===== config.mk =====
export PLATFORM = sky130hd
export DESIGN_NAME = mbpwm_timer
export DESIGN_NICKNAME = d
export VERILOG_FILES = /design/src/inc/mbpwm_pkg.sv /design/src/rtl/mbpwm_timer.sv
export SDC_FILE = /design/constraint.sdc
export NUM_CORES = 1
export LEC_CHECK = 0
export BUFFER_PORTS_ARGS = -buffer_cell sky130_fd_sc_hd__buf_2
export CAP_MARGIN = 5
export CELL_PAD_IN_SITES_DETAIL_PLACEMENT = 0
export CELL_PAD_IN_SITES_GLOBAL_PLACEMENT = 1
export CORE_AREA = 2 2 202 204
export DETAILED_ROUTE_END_ITERATION = 12
export DIE_AREA = 0 0 204 206
export PLACE_DENSITY_LB_ADDON = 0.1
export SLEW_MARGIN = 20
export SYNTH_ARGS = -nofsm -noshare
export SYNTH_HDL_FRONTEND = slang
export SYNTH_SLANG_ARGS = --single-unit

===== constraint.sdc =====
create_clock -name ref_clk_i -period 38.7 [get_ports ref_clk_i]
set_clock_uncertainty 0.2 [all_clocks]
set_input_delay 7.74 -clock ref_clk_i [delete_from_list [all_inputs] [get_ports ref_clk_i]]
set_output_delay 7.74 -clock ref_clk_i [all_outputs]
set_load 0.02 [all_outputs]

===== src/inc/mbpwm_pkg.sv =====
package mbpwm_pkg;
  localparam int CNT_W    = 32;
  localparam int N_MATCH  = 7;
  localparam int N_OUT    = 6;
  localparam int ADDR_W   = 8;
  // register byte offsets
  localparam logic [7:0] A_CTRL   = 8'h00; // bit0 run, bit1 counter reset
  localparam logic [7:0] A_COUNT  = 8'h04;
  localparam logic [7:0] A_ACTION = 8'h08; // per match: [3m+1]=reset,[3m+2]=stop
  localparam logic [7:0] A_MODE   = 8'h0c; // [k]=double-edge for k>0, [8+k]=output enable
  localparam logic [7:0] A_STAT   = 8'h10; // write one to clear
  localparam logic [7:0] A_MASK   = 8'h14;
  localparam logic [7:0] A_MATCH0 = 8'h20; // match m at A_MATCH0 + 4*m
  localparam logic [7:0] A_STEP   = 8'h04;
  localparam int CTRL_RUN   = 0;
  localparam int CTRL_CRST  = 1;
  localparam int ACT_IRQ    = 0;
  localparam int ACT_RST    = 1;
  localparam int ACT_STOP   = 2;
  localparam int ACT_W      = 3;
  localparam int MODE_EN    = 8;
  localparam logic [CNT_W-1:0] CNT_ONE = 32'h0000_0001;
  localparam logic [CNT_W-1:0] CNT_RST = 32'h0000_0000;
  typedef struct packed {
    logic              wr;
    logic              rd;
    logic [ADDR_W-1:0] addr;
    logic [31:0]       wdata;
  } mbpwm_req_t;
endpackage


===== src/rtl/mbpwm_timer.sv =====
`timescale 1ns/10ps
module mbpwm_timer #(
  parameter int N_MATCH = mbpwm_pkg::N_MATCH,
  parameter int N_OUT   = mbpwm_pkg::N_OUT
) (
  input  wire logic                          ref_clk_i,
  input  wire logic                          reset_i,
  input  wire logic [mbpwm_pkg::ADDR_W-1:0]  addr_i,
  input  wire logic [31:0]                   wdata_i,
  input  wire logic                          wr_i,
  input  wire logic                          rd_i,
  output logic      [31:0]                   rdata_o,
  output logic      [N_OUT-1:0]              pwm_o,
  output logic                               irq_o
);
  mbpwm_pkg::mbpwm_req_t req;
  assign req = '{wr: wr_i, rd: rd_i, addr: addr_i, wdata: wdata_i};

  // widths and address window of the match registers
  localparam int AW = mbpwm_pkg::ADDR_W;
  localparam logic [AW-1:0] MATCH_SPAN = mbpwm_pkg::A_STEP * AW'(N_MATCH);
  localparam logic [AW-1:0] WORD_MASK  = mbpwm_pkg::A_STEP - AW'(1);

  // decode a match register index from an address
  function automatic logic [3:0] match_idx(input logic [mbpwm_pkg::ADDR_W-1:0] a);
    logic [mbpwm_pkg::ADDR_W-1:0] d;
    d = a - mbpwm_pkg::A_MATCH0;
    return d[5:2];
  endfunction

  // true only on an implemented, word-aligned match register, so no alias higher up
  function automatic logic is_match_addr(input logic [AW-1:0] a);
    logic [AW-1:0] d;
    d = a - mbpwm_pkg::A_MATCH0;
    return (a >= mbpwm_pkg::A_MATCH0) && (d < MATCH_SPAN) && ((d & WORD_MASK) == '0);
  endfunction

  logic [31:0]      ctrl_r;
  logic [31:0]      action_r;
  logic [31:0]      mode_r;
  logic [N_MATCH-1:0] stat_r;
  logic [N_MATCH-1:0] mask_r;
  logic [31:0]      match_r [N_MATCH];
  logic [mbpwm_pkg::CNT_W-1:0] count_r;
  logic [31:0]      rdata_r;
  logic [N_OUT-1:0] pwm_r;
  logic             irq_r;

  // address decode
  wire in_match = is_match_addr(req.addr);
  wire [3:0] widx = match_idx(req.addr);

  // register write strobes
  wire wr_ctrl   = req.wr && (req.addr == mbpwm_pkg::A_CTRL);
  wire wr_action = req.wr && (req.addr == mbpwm_pkg::A_ACTION);
  wire wr_mode   = req.wr && (req.addr == mbpwm_pkg::A_MODE);
  wire wr_stat   = req.wr && (req.addr == mbpwm_pkg::A_STAT);
  wire wr_mask   = req.wr && (req.addr == mbpwm_pkg::A_MASK);
  wire wr_match  = req.wr && in_match;

  // match detection against the running count
  logic [N_MATCH-1:0] hit;
  logic [N_MATCH-1:0] rst_hit;
  logic [N_MATCH-1:0] stop_hit;
  genvar m;
  generate
    for (m = 0; m < N_MATCH; m++)
    begin : g_match
      assign hit[m]      = ctrl_r[mbpwm_pkg::CTRL_RUN] && (count_r == match_r[m]);
      assign rst_hit[m]  = hit[m] && action_r[m*mbpwm_pkg::ACT_W+mbpwm_pkg::ACT_RST];
      assign stop_hit[m] = hit[m] && action_r[m*mbpwm_pkg::ACT_W+mbpwm_pkg::ACT_STOP];
    end
  endgenerate

  wire any_rst  = |rst_hit;
  wire any_stop = |stop_hit;
  wire cyc_hit  = hit[0];

  // counter next value
  logic [mbpwm_pkg::CNT_W-1:0] count_nxt;
  always_comb
  begin
    count_nxt = count_r;
    if (ctrl_r[mbpwm_pkg::CTRL_CRST] || any_rst || cyc_hit)
      count_nxt = mbpwm_pkg::CNT_RST;
    else if (ctrl_r[mbpwm_pkg::CTRL_RUN] && !any_stop)
      count_nxt = count_r + mbpwm_pkg::CNT_ONE;
  end

  // output next values: single-edge uses match k+1, double-edge uses k and k+1
  logic [N_OUT-1:0] pwm_nxt;
  genvar k;
  generate
    for (k = 0; k < N_OUT; k++)
    begin : g_out
      wire en  = mode_r[mbpwm_pkg::MODE_EN+k];
      wire dbl = (k > 0) && mode_r[k];
      wire rise = dbl ? hit[(k > 0) ? k : 0] : cyc_hit;
      wire fall = hit[k+1];
      // fall wins a tie so a zero-width setting gives low
      assign pwm_nxt[k] = !en ? 1'b0 :
                          fall ? 1'b0 : rise ? 1'b1 : pwm_r[k];
    end
  endgenerate

  // read mux
  logic [31:0] rd_mux;
  always_comb
  begin
    rd_mux = 32'h0000_0000;
    unique case (req.addr)
      mbpwm_pkg::A_CTRL:   rd_mux = ctrl_r;
      mbpwm_pkg::A_COUNT:  rd_mux = count_r;
      mbpwm_pkg::A_ACTION: rd_mux = action_r;
      mbpwm_pkg::A_MODE:   rd_mux = mode_r;
      mbpwm_pkg::A_STAT:   rd_mux = 32'(stat_r);
      mbpwm_pkg::A_MASK:   rd_mux = 32'(mask_r);
      default:             rd_mux = in_match ? match_r[widx[2:0]] : 32'h0000_0000;
    endcase
  end

  // sticky flags: set wins over write-one-clear
  wire [N_MATCH-1:0] wclr = wr_stat ? req.wdata[N_MATCH-1:0] : '0;
  wire [N_MATCH-1:0] stat_nxt = (stat_r & ~wclr) | hit;

  // run and counter-hold control
  always_ff @(posedge ref_clk_i or posedge reset_i)
  begin
    if (reset_i)
      ctrl_r <= 32'h0000_0000;
    else if (wr_ctrl)
      ctrl_r <= req.wdata;
  end

  // per-match reset and stop actions
  always_ff @(posedge ref_clk_i or posedge reset_i)
  begin
    if (reset_i)
      action_r <= 32'h0000_0000;
    else if (wr_action)
      action_r <= req.wdata;
  end

  // output modes and enables
  always_ff @(posedge ref_clk_i or posedge reset_i)
  begin
    if (reset_i)
      mode_r <= 32'h0000_0000;
    else if (wr_mode)
      mode_r <= req.wdata;
  end

  // interrupt mask, one bit per match
  always_ff @(posedge ref_clk_i or posedge reset_i)
  begin
    if (reset_i)
      mask_r <= '0;
    else if (wr_mask)
      mask_r <= req.wdata[N_MATCH-1:0];
  end

  // match registers
  always_ff @(posedge ref_clk_i or posedge reset_i)
  begin
    if (reset_i)
      for (int i = 0; i < N_MATCH; i++) match_r[i] <= 32'h0000_0000;
    else if (wr_match)
      match_r[widx[2:0]] <= req.wdata;
  end

  // counter, flags, outputs
  always_ff @(posedge ref_clk_i or posedge reset_i)
  begin
    if (reset_i)
    begin
      count_r <= mbpwm_pkg::CNT_RST;
      stat_r  <= '0;
      pwm_r   <= '0;
      irq_r   <= 1'b0;
      rdata_r <= 32'h0000_0000;
    end
    else
    begin
      count_r <= count_nxt;
      stat_r  <= stat_nxt;
      pwm_r   <= pwm_nxt;
      irq_r   <= |(stat_nxt & mask_r);
      rdata_r <= req.rd ? rd_mux : 32'h0000_0000;
    end
  end

  assign rdata_o = rdata_r;
  assign pwm_o   = pwm_r;
  assign irq_o   = irq_r;

  // cycle match clears the count
  a_cycle_reset: assert property (@(posedge ref_clk_i) disable iff (reset_i)
    cyc_hit && !ctrl_r[mbpwm_pkg::CTRL_CRST]
    |=> count_r == mbpwm_pkg::CNT_RST)
    else $error("count not cleared on cycle match");

  // free-running count steps by one
  a_count_step: assert property (@(posedge ref_clk_i) disable iff (reset_i)
    ctrl_r[mbpwm_pkg::CTRL_RUN] && !(|hit) && !ctrl_r[mbpwm_pkg::CTRL_CRST] && !req.wr
    |=> count_r == $past(count_r) + mbpwm_pkg::CNT_ONE)
    else $error("count did not advance");

  // stop match freezes the count
  a_stop_hold: assert property (@(posedge ref_clk_i) disable iff (reset_i)
    any_stop && !any_rst && !cyc_hit && !ctrl_r[mbpwm_pkg::CTRL_CRST] && !req.wr
    |=> count_r == $past(count_r))
    else $error("count moved after stop match");

  // reset match clears the count
  a_reset_match: assert property (@(posedge ref_clk_i) disable iff (reset_i)
    any_rst
    |=> count_r == mbpwm_pkg::CNT_RST)
    else $error("count not cleared on reset match");

  // output 0 rises at the period start
  a_single_rise: assert property (@(posedge ref_clk_i) disable iff (reset_i)
    cyc_hit && mode_r[mbpwm_pkg::MODE_EN] && !hit[1]
    |=> pwm_o[0])
    else $error("single edge output did not rise");

  // output 0 falls on its own match
  a_single_fall: assert property (@(posedge ref_clk_i) disable iff (reset_i)
    hit[1]
    |=> !pwm_o[0])
    else $error("single edge output did not fall");

  // disabled output 0 stays low
  a_const_low: assert property (@(posedge ref_clk_i) disable iff (reset_i)
    !mode_r[mbpwm_pkg::MODE_EN]
    |=> !pwm_o[0])
    else $error("disabled output went high");

  // double-edge output 1 rises on its rise match
  a_double_rise: assert property (@(posedge ref_clk_i) disable iff (reset_i)
    mode_r[1] && mode_r[mbpwm_pkg::MODE_EN+1] && hit[1] && !hit[2]
    |=> pwm_o[1])
    else $error("double edge output did not rise");

  // request follows the flags under the mask of the match cycle
  a_flag_sticky: assert property (@(posedge ref_clk_i) disable iff (reset_i)
    hit[0]
    |=> stat_r[0] && (irq_o == |(stat_r & $past(mask_r))))
    else $error("match flag or request wrong");

  // a stopped timer sees no match
  a_no_hit_idle: assert property (@(posedge ref_clk_i) disable iff (reset_i)
    !ctrl_r[mbpwm_pkg::CTRL_RUN]
    |-> hit == '0)
    else $error("match seen while stopped");

  // a stopped timer keeps its count
  a_run_hold: assert property (@(posedge ref_clk_i) disable iff (reset_i)
    !ctrl_r[mbpwm_pkg::CTRL_RUN] && !ctrl_r[mbpwm_pkg::CTRL_CRST]
    |=> count_r == $past(count_r))
    else $error("count moved while stopped");

  // counter hold forces the start value
  a_hold_zero: assert property (@(posedge ref_clk_i) disable iff (reset_i)
    ctrl_r[mbpwm_pkg::CTRL_CRST]
    |=> count_r == mbpwm_pkg::CNT_RST)
    else $error("count not held at start value");

  // count read returns the count of the read cycle
  a_read_count: assert property (@(posedge ref_clk_i) disable iff (reset_i)
    req.rd && (req.addr == mbpwm_pkg::A_COUNT)
    |=> rdata_o == $past(count_r))
    else $error("count read wrong");

  // flag read returns the flags of the read cycle
  a_read_flags: assert property (@(posedge ref_clk_i) disable iff (reset_i)
    req.rd && (req.addr == mbpwm_pkg::A_STAT)
    |=> rdata_o == 32'($past(stat_r)))
    else $error("flag read wrong");

  // match read returns the addressed match register
  a_read_match: assert property (@(posedge ref_clk_i) disable iff (reset_i)
    req.rd && in_match
    |=> rdata_o == $past(match_r[widx[2:0]]))
    else $error("match register read wrong");

  // match write lands in the addressed register
  a_match_write: assert property (@(posedge ref_clk_i) disable iff (reset_i)
    wr_match
    |=> match_r[$past(widx[2:0])] == $past(req.wdata))
    else $error("match register write lost");

  // action write lands
  a_action_write: assert property (@(posedge ref_clk_i) disable iff (reset_i)
    wr_action
    |=> action_r == $past(req.wdata))
    else $error("action write lost");

  // mode write lands
  a_mode_write: assert property (@(posedge ref_clk_i) disable iff (reset_i)
    wr_mode
    |=> mode_r == $past(req.wdata))
    else $error("mode write lost");

  // mask write lands
  a_mask_write: assert property (@(posedge ref_clk_i) disable iff (reset_i)
    wr_mask
    |=> mask_r == $past(req.wdata[N_MATCH-1:0]))
    else $error("mask write lost");

  // every match sets its flag, also against a clear
  a_flag_set: assert property (@(posedge ref_clk_i) disable iff (reset_i)
    |hit
    |=> (stat_r & $past(hit)) == $past(hit))
    else $error("match flag not set");

  // flags stay until written with a one
  a_flag_keep: assert property (@(posedge ref_clk_i) disable iff (reset_i)
    |stat_r
    |=> (($past(stat_r) & ~$past(wclr)) & ~stat_r) == '0)
    else $error("match flag lost");

  // writing a one clears a quiet flag
  a_flag_clear: assert property (@(posedge ref_clk_i) disable iff (reset_i)
    wr_stat && !(|hit)
    |=> (stat_r & $past(wclr)) == '0)
    else $error("match flag not cleared");

  // an enabled match raises the request
  a_irq_on_hit: assert property (@(posedge ref_clk_i) disable iff (reset_i)
    |(hit & mask_r)
    |=> irq_o)
    else $error("request missing after enabled match");

  // no flag, no request
  a_irq_quiet: assert property (@(posedge ref_clk_i) disable iff (reset_i)
    (stat_r == '0) && !(|hit)
    |=> !irq_o)
    else $error("request without a flag");

  // edges of every output
  genvar q;
  generate
    for (q = 0; q < N_OUT; q++)
    begin : g_chk
      // single-edge output rises at the period start
      a_out_rise: assert property (@(posedge ref_clk_i) disable iff (reset_i)
        mode_r[mbpwm_pkg::MODE_EN+q] && !mode_r[q] && hit[0] && !hit[q+1]
        |=> pwm_o[q])
        else $error("single edge output did not rise");

      // the fall match always drives the output low
      a_out_fall: assert property (@(posedge ref_clk_i) disable iff (reset_i)
        hit[q+1]
        |=> !pwm_o[q])
        else $error("output did not fall");

      // a disabled output stays low
      a_out_off: assert property (@(posedge ref_clk_i) disable iff (reset_i)
        !mode_r[mbpwm_pkg::MODE_EN+q]
        |=> !pwm_o[q])
        else $error("disabled output went high");

      // double-edge output rises on its own rise match
      a_dbl_rise: assert property (@(posedge ref_clk_i) disable iff (reset_i)
        mode_r[mbpwm_pkg::MODE_EN+q] && mode_r[q] && hit[q] && !hit[q+1]
        |=> pwm_o[q])
        else $error("double edge output did not rise");

      // with no edge event the level holds, also across the wrap
      a_out_keep: assert property (@(posedge ref_clk_i) disable iff (reset_i)
        mode_r[mbpwm_pkg::MODE_EN+q] && !(mode_r[q] ? hit[q] : hit[0]) && !hit[q+1]
        |=> pwm_o[q] == $past(pwm_o[q]))
        else $error("output changed without an edge match");
    end
  endgenerate

  // main scenarios reached
  c_cycle: cover property (@(posedge ref_clk_i) cyc_hit);
  c_double: cover property (@(posedge ref_clk_i) mode_r[1] && hit[1] ##[1:50] hit[2]);
  c_negative: cover property (@(posedge ref_clk_i) mode_r[1] && hit[2] ##[1:50] hit[1]);
  c_stop: cover property (@(posedge ref_clk_i) any_stop);
  c_irq: cover property (@(posedge ref_clk_i) irq_o);
endmodule


==> results.toml <==
[place]
io_buffers = 82
placedCellCount = 2267
post-dp-hpwl_um = 52150
dp_slack_ns = 27.64
gp_congestion = 1.003

[cts]
ctsRootBufferMaster = "clkbuf_16"
cts_resized = 0
ctsHoldBuffers = 0
tritoncts.num_buffers = 47
post_cts_buffers = 0
path_clk_slew_ns = 0.05
cts.path.max_buffers = 3
worstSkewPairLatency_ns = 0.60
cts_sinks = 405
cts_tree = "yes"
ctsHtreeMaxLevel = 2

[power]
power_uw = 1038
power.density_nw_per_um2 = 43.55
vdd_drop_max_uv = 33.76
leakage_uw = 0.01130

[route]
vias = 15450
via_per_inst = 6.564
dr.pass1.iters = 5
wl_met3_um = 5348
drt_iter0_markers = 1604
ant_nets = 0
dr.max_layer_used = "met4"
wl_met1_um = 32010
drc = 0
wire_per_inst_um = 31.44
wl_met2_um = 33620
drt-total-wl_um = 73980

[grt]
grt_pass1_vias = 14980
antenna_found_initial = 0
grt_max_degree = 123
grt_usage = 0.3597
grt_pass1_wl_um = 107800
overflow = 0

[critical_path]
cp.required_ns = 39.00
r2r_start = "count_r[8]"
critPathMaxStageDelay_ns = 0.71
critPathMaxFanout = 64
path_cells = "buf_6 -> buf_4 -> nor2b_2 -> buf_4 -> nand2_1 -> o211ai_1 -> o211ai_1 -> a21oi_1"
rr_worst_depth = 9
arrival_ns = 10.80
r2r-end = "count_r[23]"
critPathKind = "input pin to flip-flop"
endpoint_kind = "flip-flop"
rrSetupSlack_ns = 34.41
cpMaxStageDelayCell = "buf_4"
startpoint_type = "input pin"

[timing]
worst_slew_pin_slew_ns = 1.112
setup_ws_ns = 28.20
maxSlewHeadroom = 0.2560
fmax_ghz = 0.09526
fin_crit_ns = 10.50
finalSetupTns_ns = 0
period_share = 0.2712
timing.final.hold_violations = 0
rsz0062_at_grt = "no"
setup_viol = 0
drv_slew = 0

[die]
die_h_um = 206
initial_core_util = 0.5410
io_pins = 83
rows = 74
die-area_um2 = 42020
die_w_um = 204
core_area_um2 = 40180

[final_layout]
final_layout_size_suffix_gt1_frac = 0.3291
instances_no_fill = 2353
final_cell_mix = "dfrtp_1, mux2_2, xnor2_1"
fin_nets = 1831
areaGrowthSynthToFinish_pct = 9.600
postLayoutCoreUtil = 0.5929
final_common_cell = "dfrtp_1"

[synthesis]
avgSynthCellArea_um2 = 12.22
yosysSeqAreaShare = 0.4662
synth.largest_area_cell = "dfrtp_1"
synth_top_area_frac = 0.4662
ys_seq_elements = 405
synth_fp_nets = 1825
ys_types = 68
yosysWarningCount = 0
synth_flop_cell = "dfrtp_1"
async_flop_share = 1.000
synth_edf_count = 0
syn_area_um2 = 21740
synthCells = 1779
synthTopCellsByArea = "dfrtp_1, mux2_2, xnor2_1"

[run_status]
outcome = "complete, no violations"

[min_path]
whs_endpoint = "action_r[15]"
hold_start = "action_r[15]"
holdPathStages = 1
hold_path.class = "flip-flop to flip-flop"

[flow_run]
drv_cap = 0
[metal layers]
metal | track usage | up-vias
li1 | - | 6487
met1 | 0.5066 | 8200
met2 | 0.5548 | 628
met3 | 0.06670 | 130
met4 | 0.1421 | 0
met5 | 0 | -
[stage by stage]
| step | area (µm²) | hold slack, ns |
|---|---|---|
| after floorplan | 21740 | 0.2642 |
| after global placement | 22310 | 0.2818 |
| after detailed placement | 22320 | 0.2899 |
| after CTS | 23810 | 0.3025 |
| after global routing | 23820 | 0.3101 |
| final | 23830 | 0.3002 |
[cells by family (layout without fill, tap and decap cells)]
| logic type | count (synthesis) | count (layout) | synth area share |
|---|---|---|---|
| xor gates and xnor gates | 236 | 236 | 0.09577 |
| adders and majority gates | 2 | 2 | 0.001151 |
| muxes | 431 | 431 | 0.2536 |
| AOI/OAI and AO/OA | 160 | 160 | 0.05094 |
| DFF | 405 | 405 | 0.4662 |
| and+or+nand+nor | 370 | 370 | 0.09381 |
| other | 0 | 1 | 0 |
| buffers and inverters | 175 | 216 | 0.03850 |
[worst max-delay path by stage]
stage / startpoint / end / slack, ns / cells past startpoint
after floorplan: reset_i / action_r[0] / 19.49 / 1
after global placement: addr_i[2] / rdata_o[1] / 27.77 / 8
after detailed placement: addr_i[2] / rdata_o[30] / 27.64 / 8
after CTS: addr_i[2] / rdata_o[30] / 28.24 / 8
after global routing: addr_i[2] / rdata_o[30] / 27.95 / 8
final: addr_i[2] / rdata_o[30] / 28.20 / 8
[critical path: cells and delay by family]
kind	cells	cell delay, ns
buffers and inverters	3	1.77
AOI/OAI and AO/OA	3	0.46
and+or+nand+nor	2	0.65
[synthesized netlist by cell type, types with 14 or more instances]
cell / count
mux4_2: 63
a21oi_1: 44
buf_4: 24
xor2_1: 66
buf_1: 56
inv_1: 20
nand2_1: 111
o211ai_1: 64
nor4_1: 31
dfrtp_1: 405
clkbuf_1: 53
nand3_1: 33
xnor2_1: 168
nand4_1: 79
mux2i_1: 39
nor2_1: 26
mux2_2: 329
nor3_1: 14
[flip-flops by register name (all words and copies together), names as in the netlist]
name and cells:
match_r 224, action_r 32, count_r 32, ctrl_r 32
mode_r 32, rdata_o 32, mask_r 7, stat_r 7
pwm_o 6, irq_o 1
[power by group]
part,switching (µW),internal [µW]
logic,78.1,54.9
registers,24.0,444
clock network,182,254
total,284,754
[final cells by class]
class	instances	area (µm²)
Fill cell	3396	16360
Tap cell	532	665.6
Multi-Input combinational cell	1199	10800
Clock inverter	14	133.9
Timing Repair Buffer	112	651.9
Sequential cell	405	10130
Antenna cell	1	2.502
Inverter	20	82.58
Clock buffer	70	1353
(Power assumes the default switching activity.)
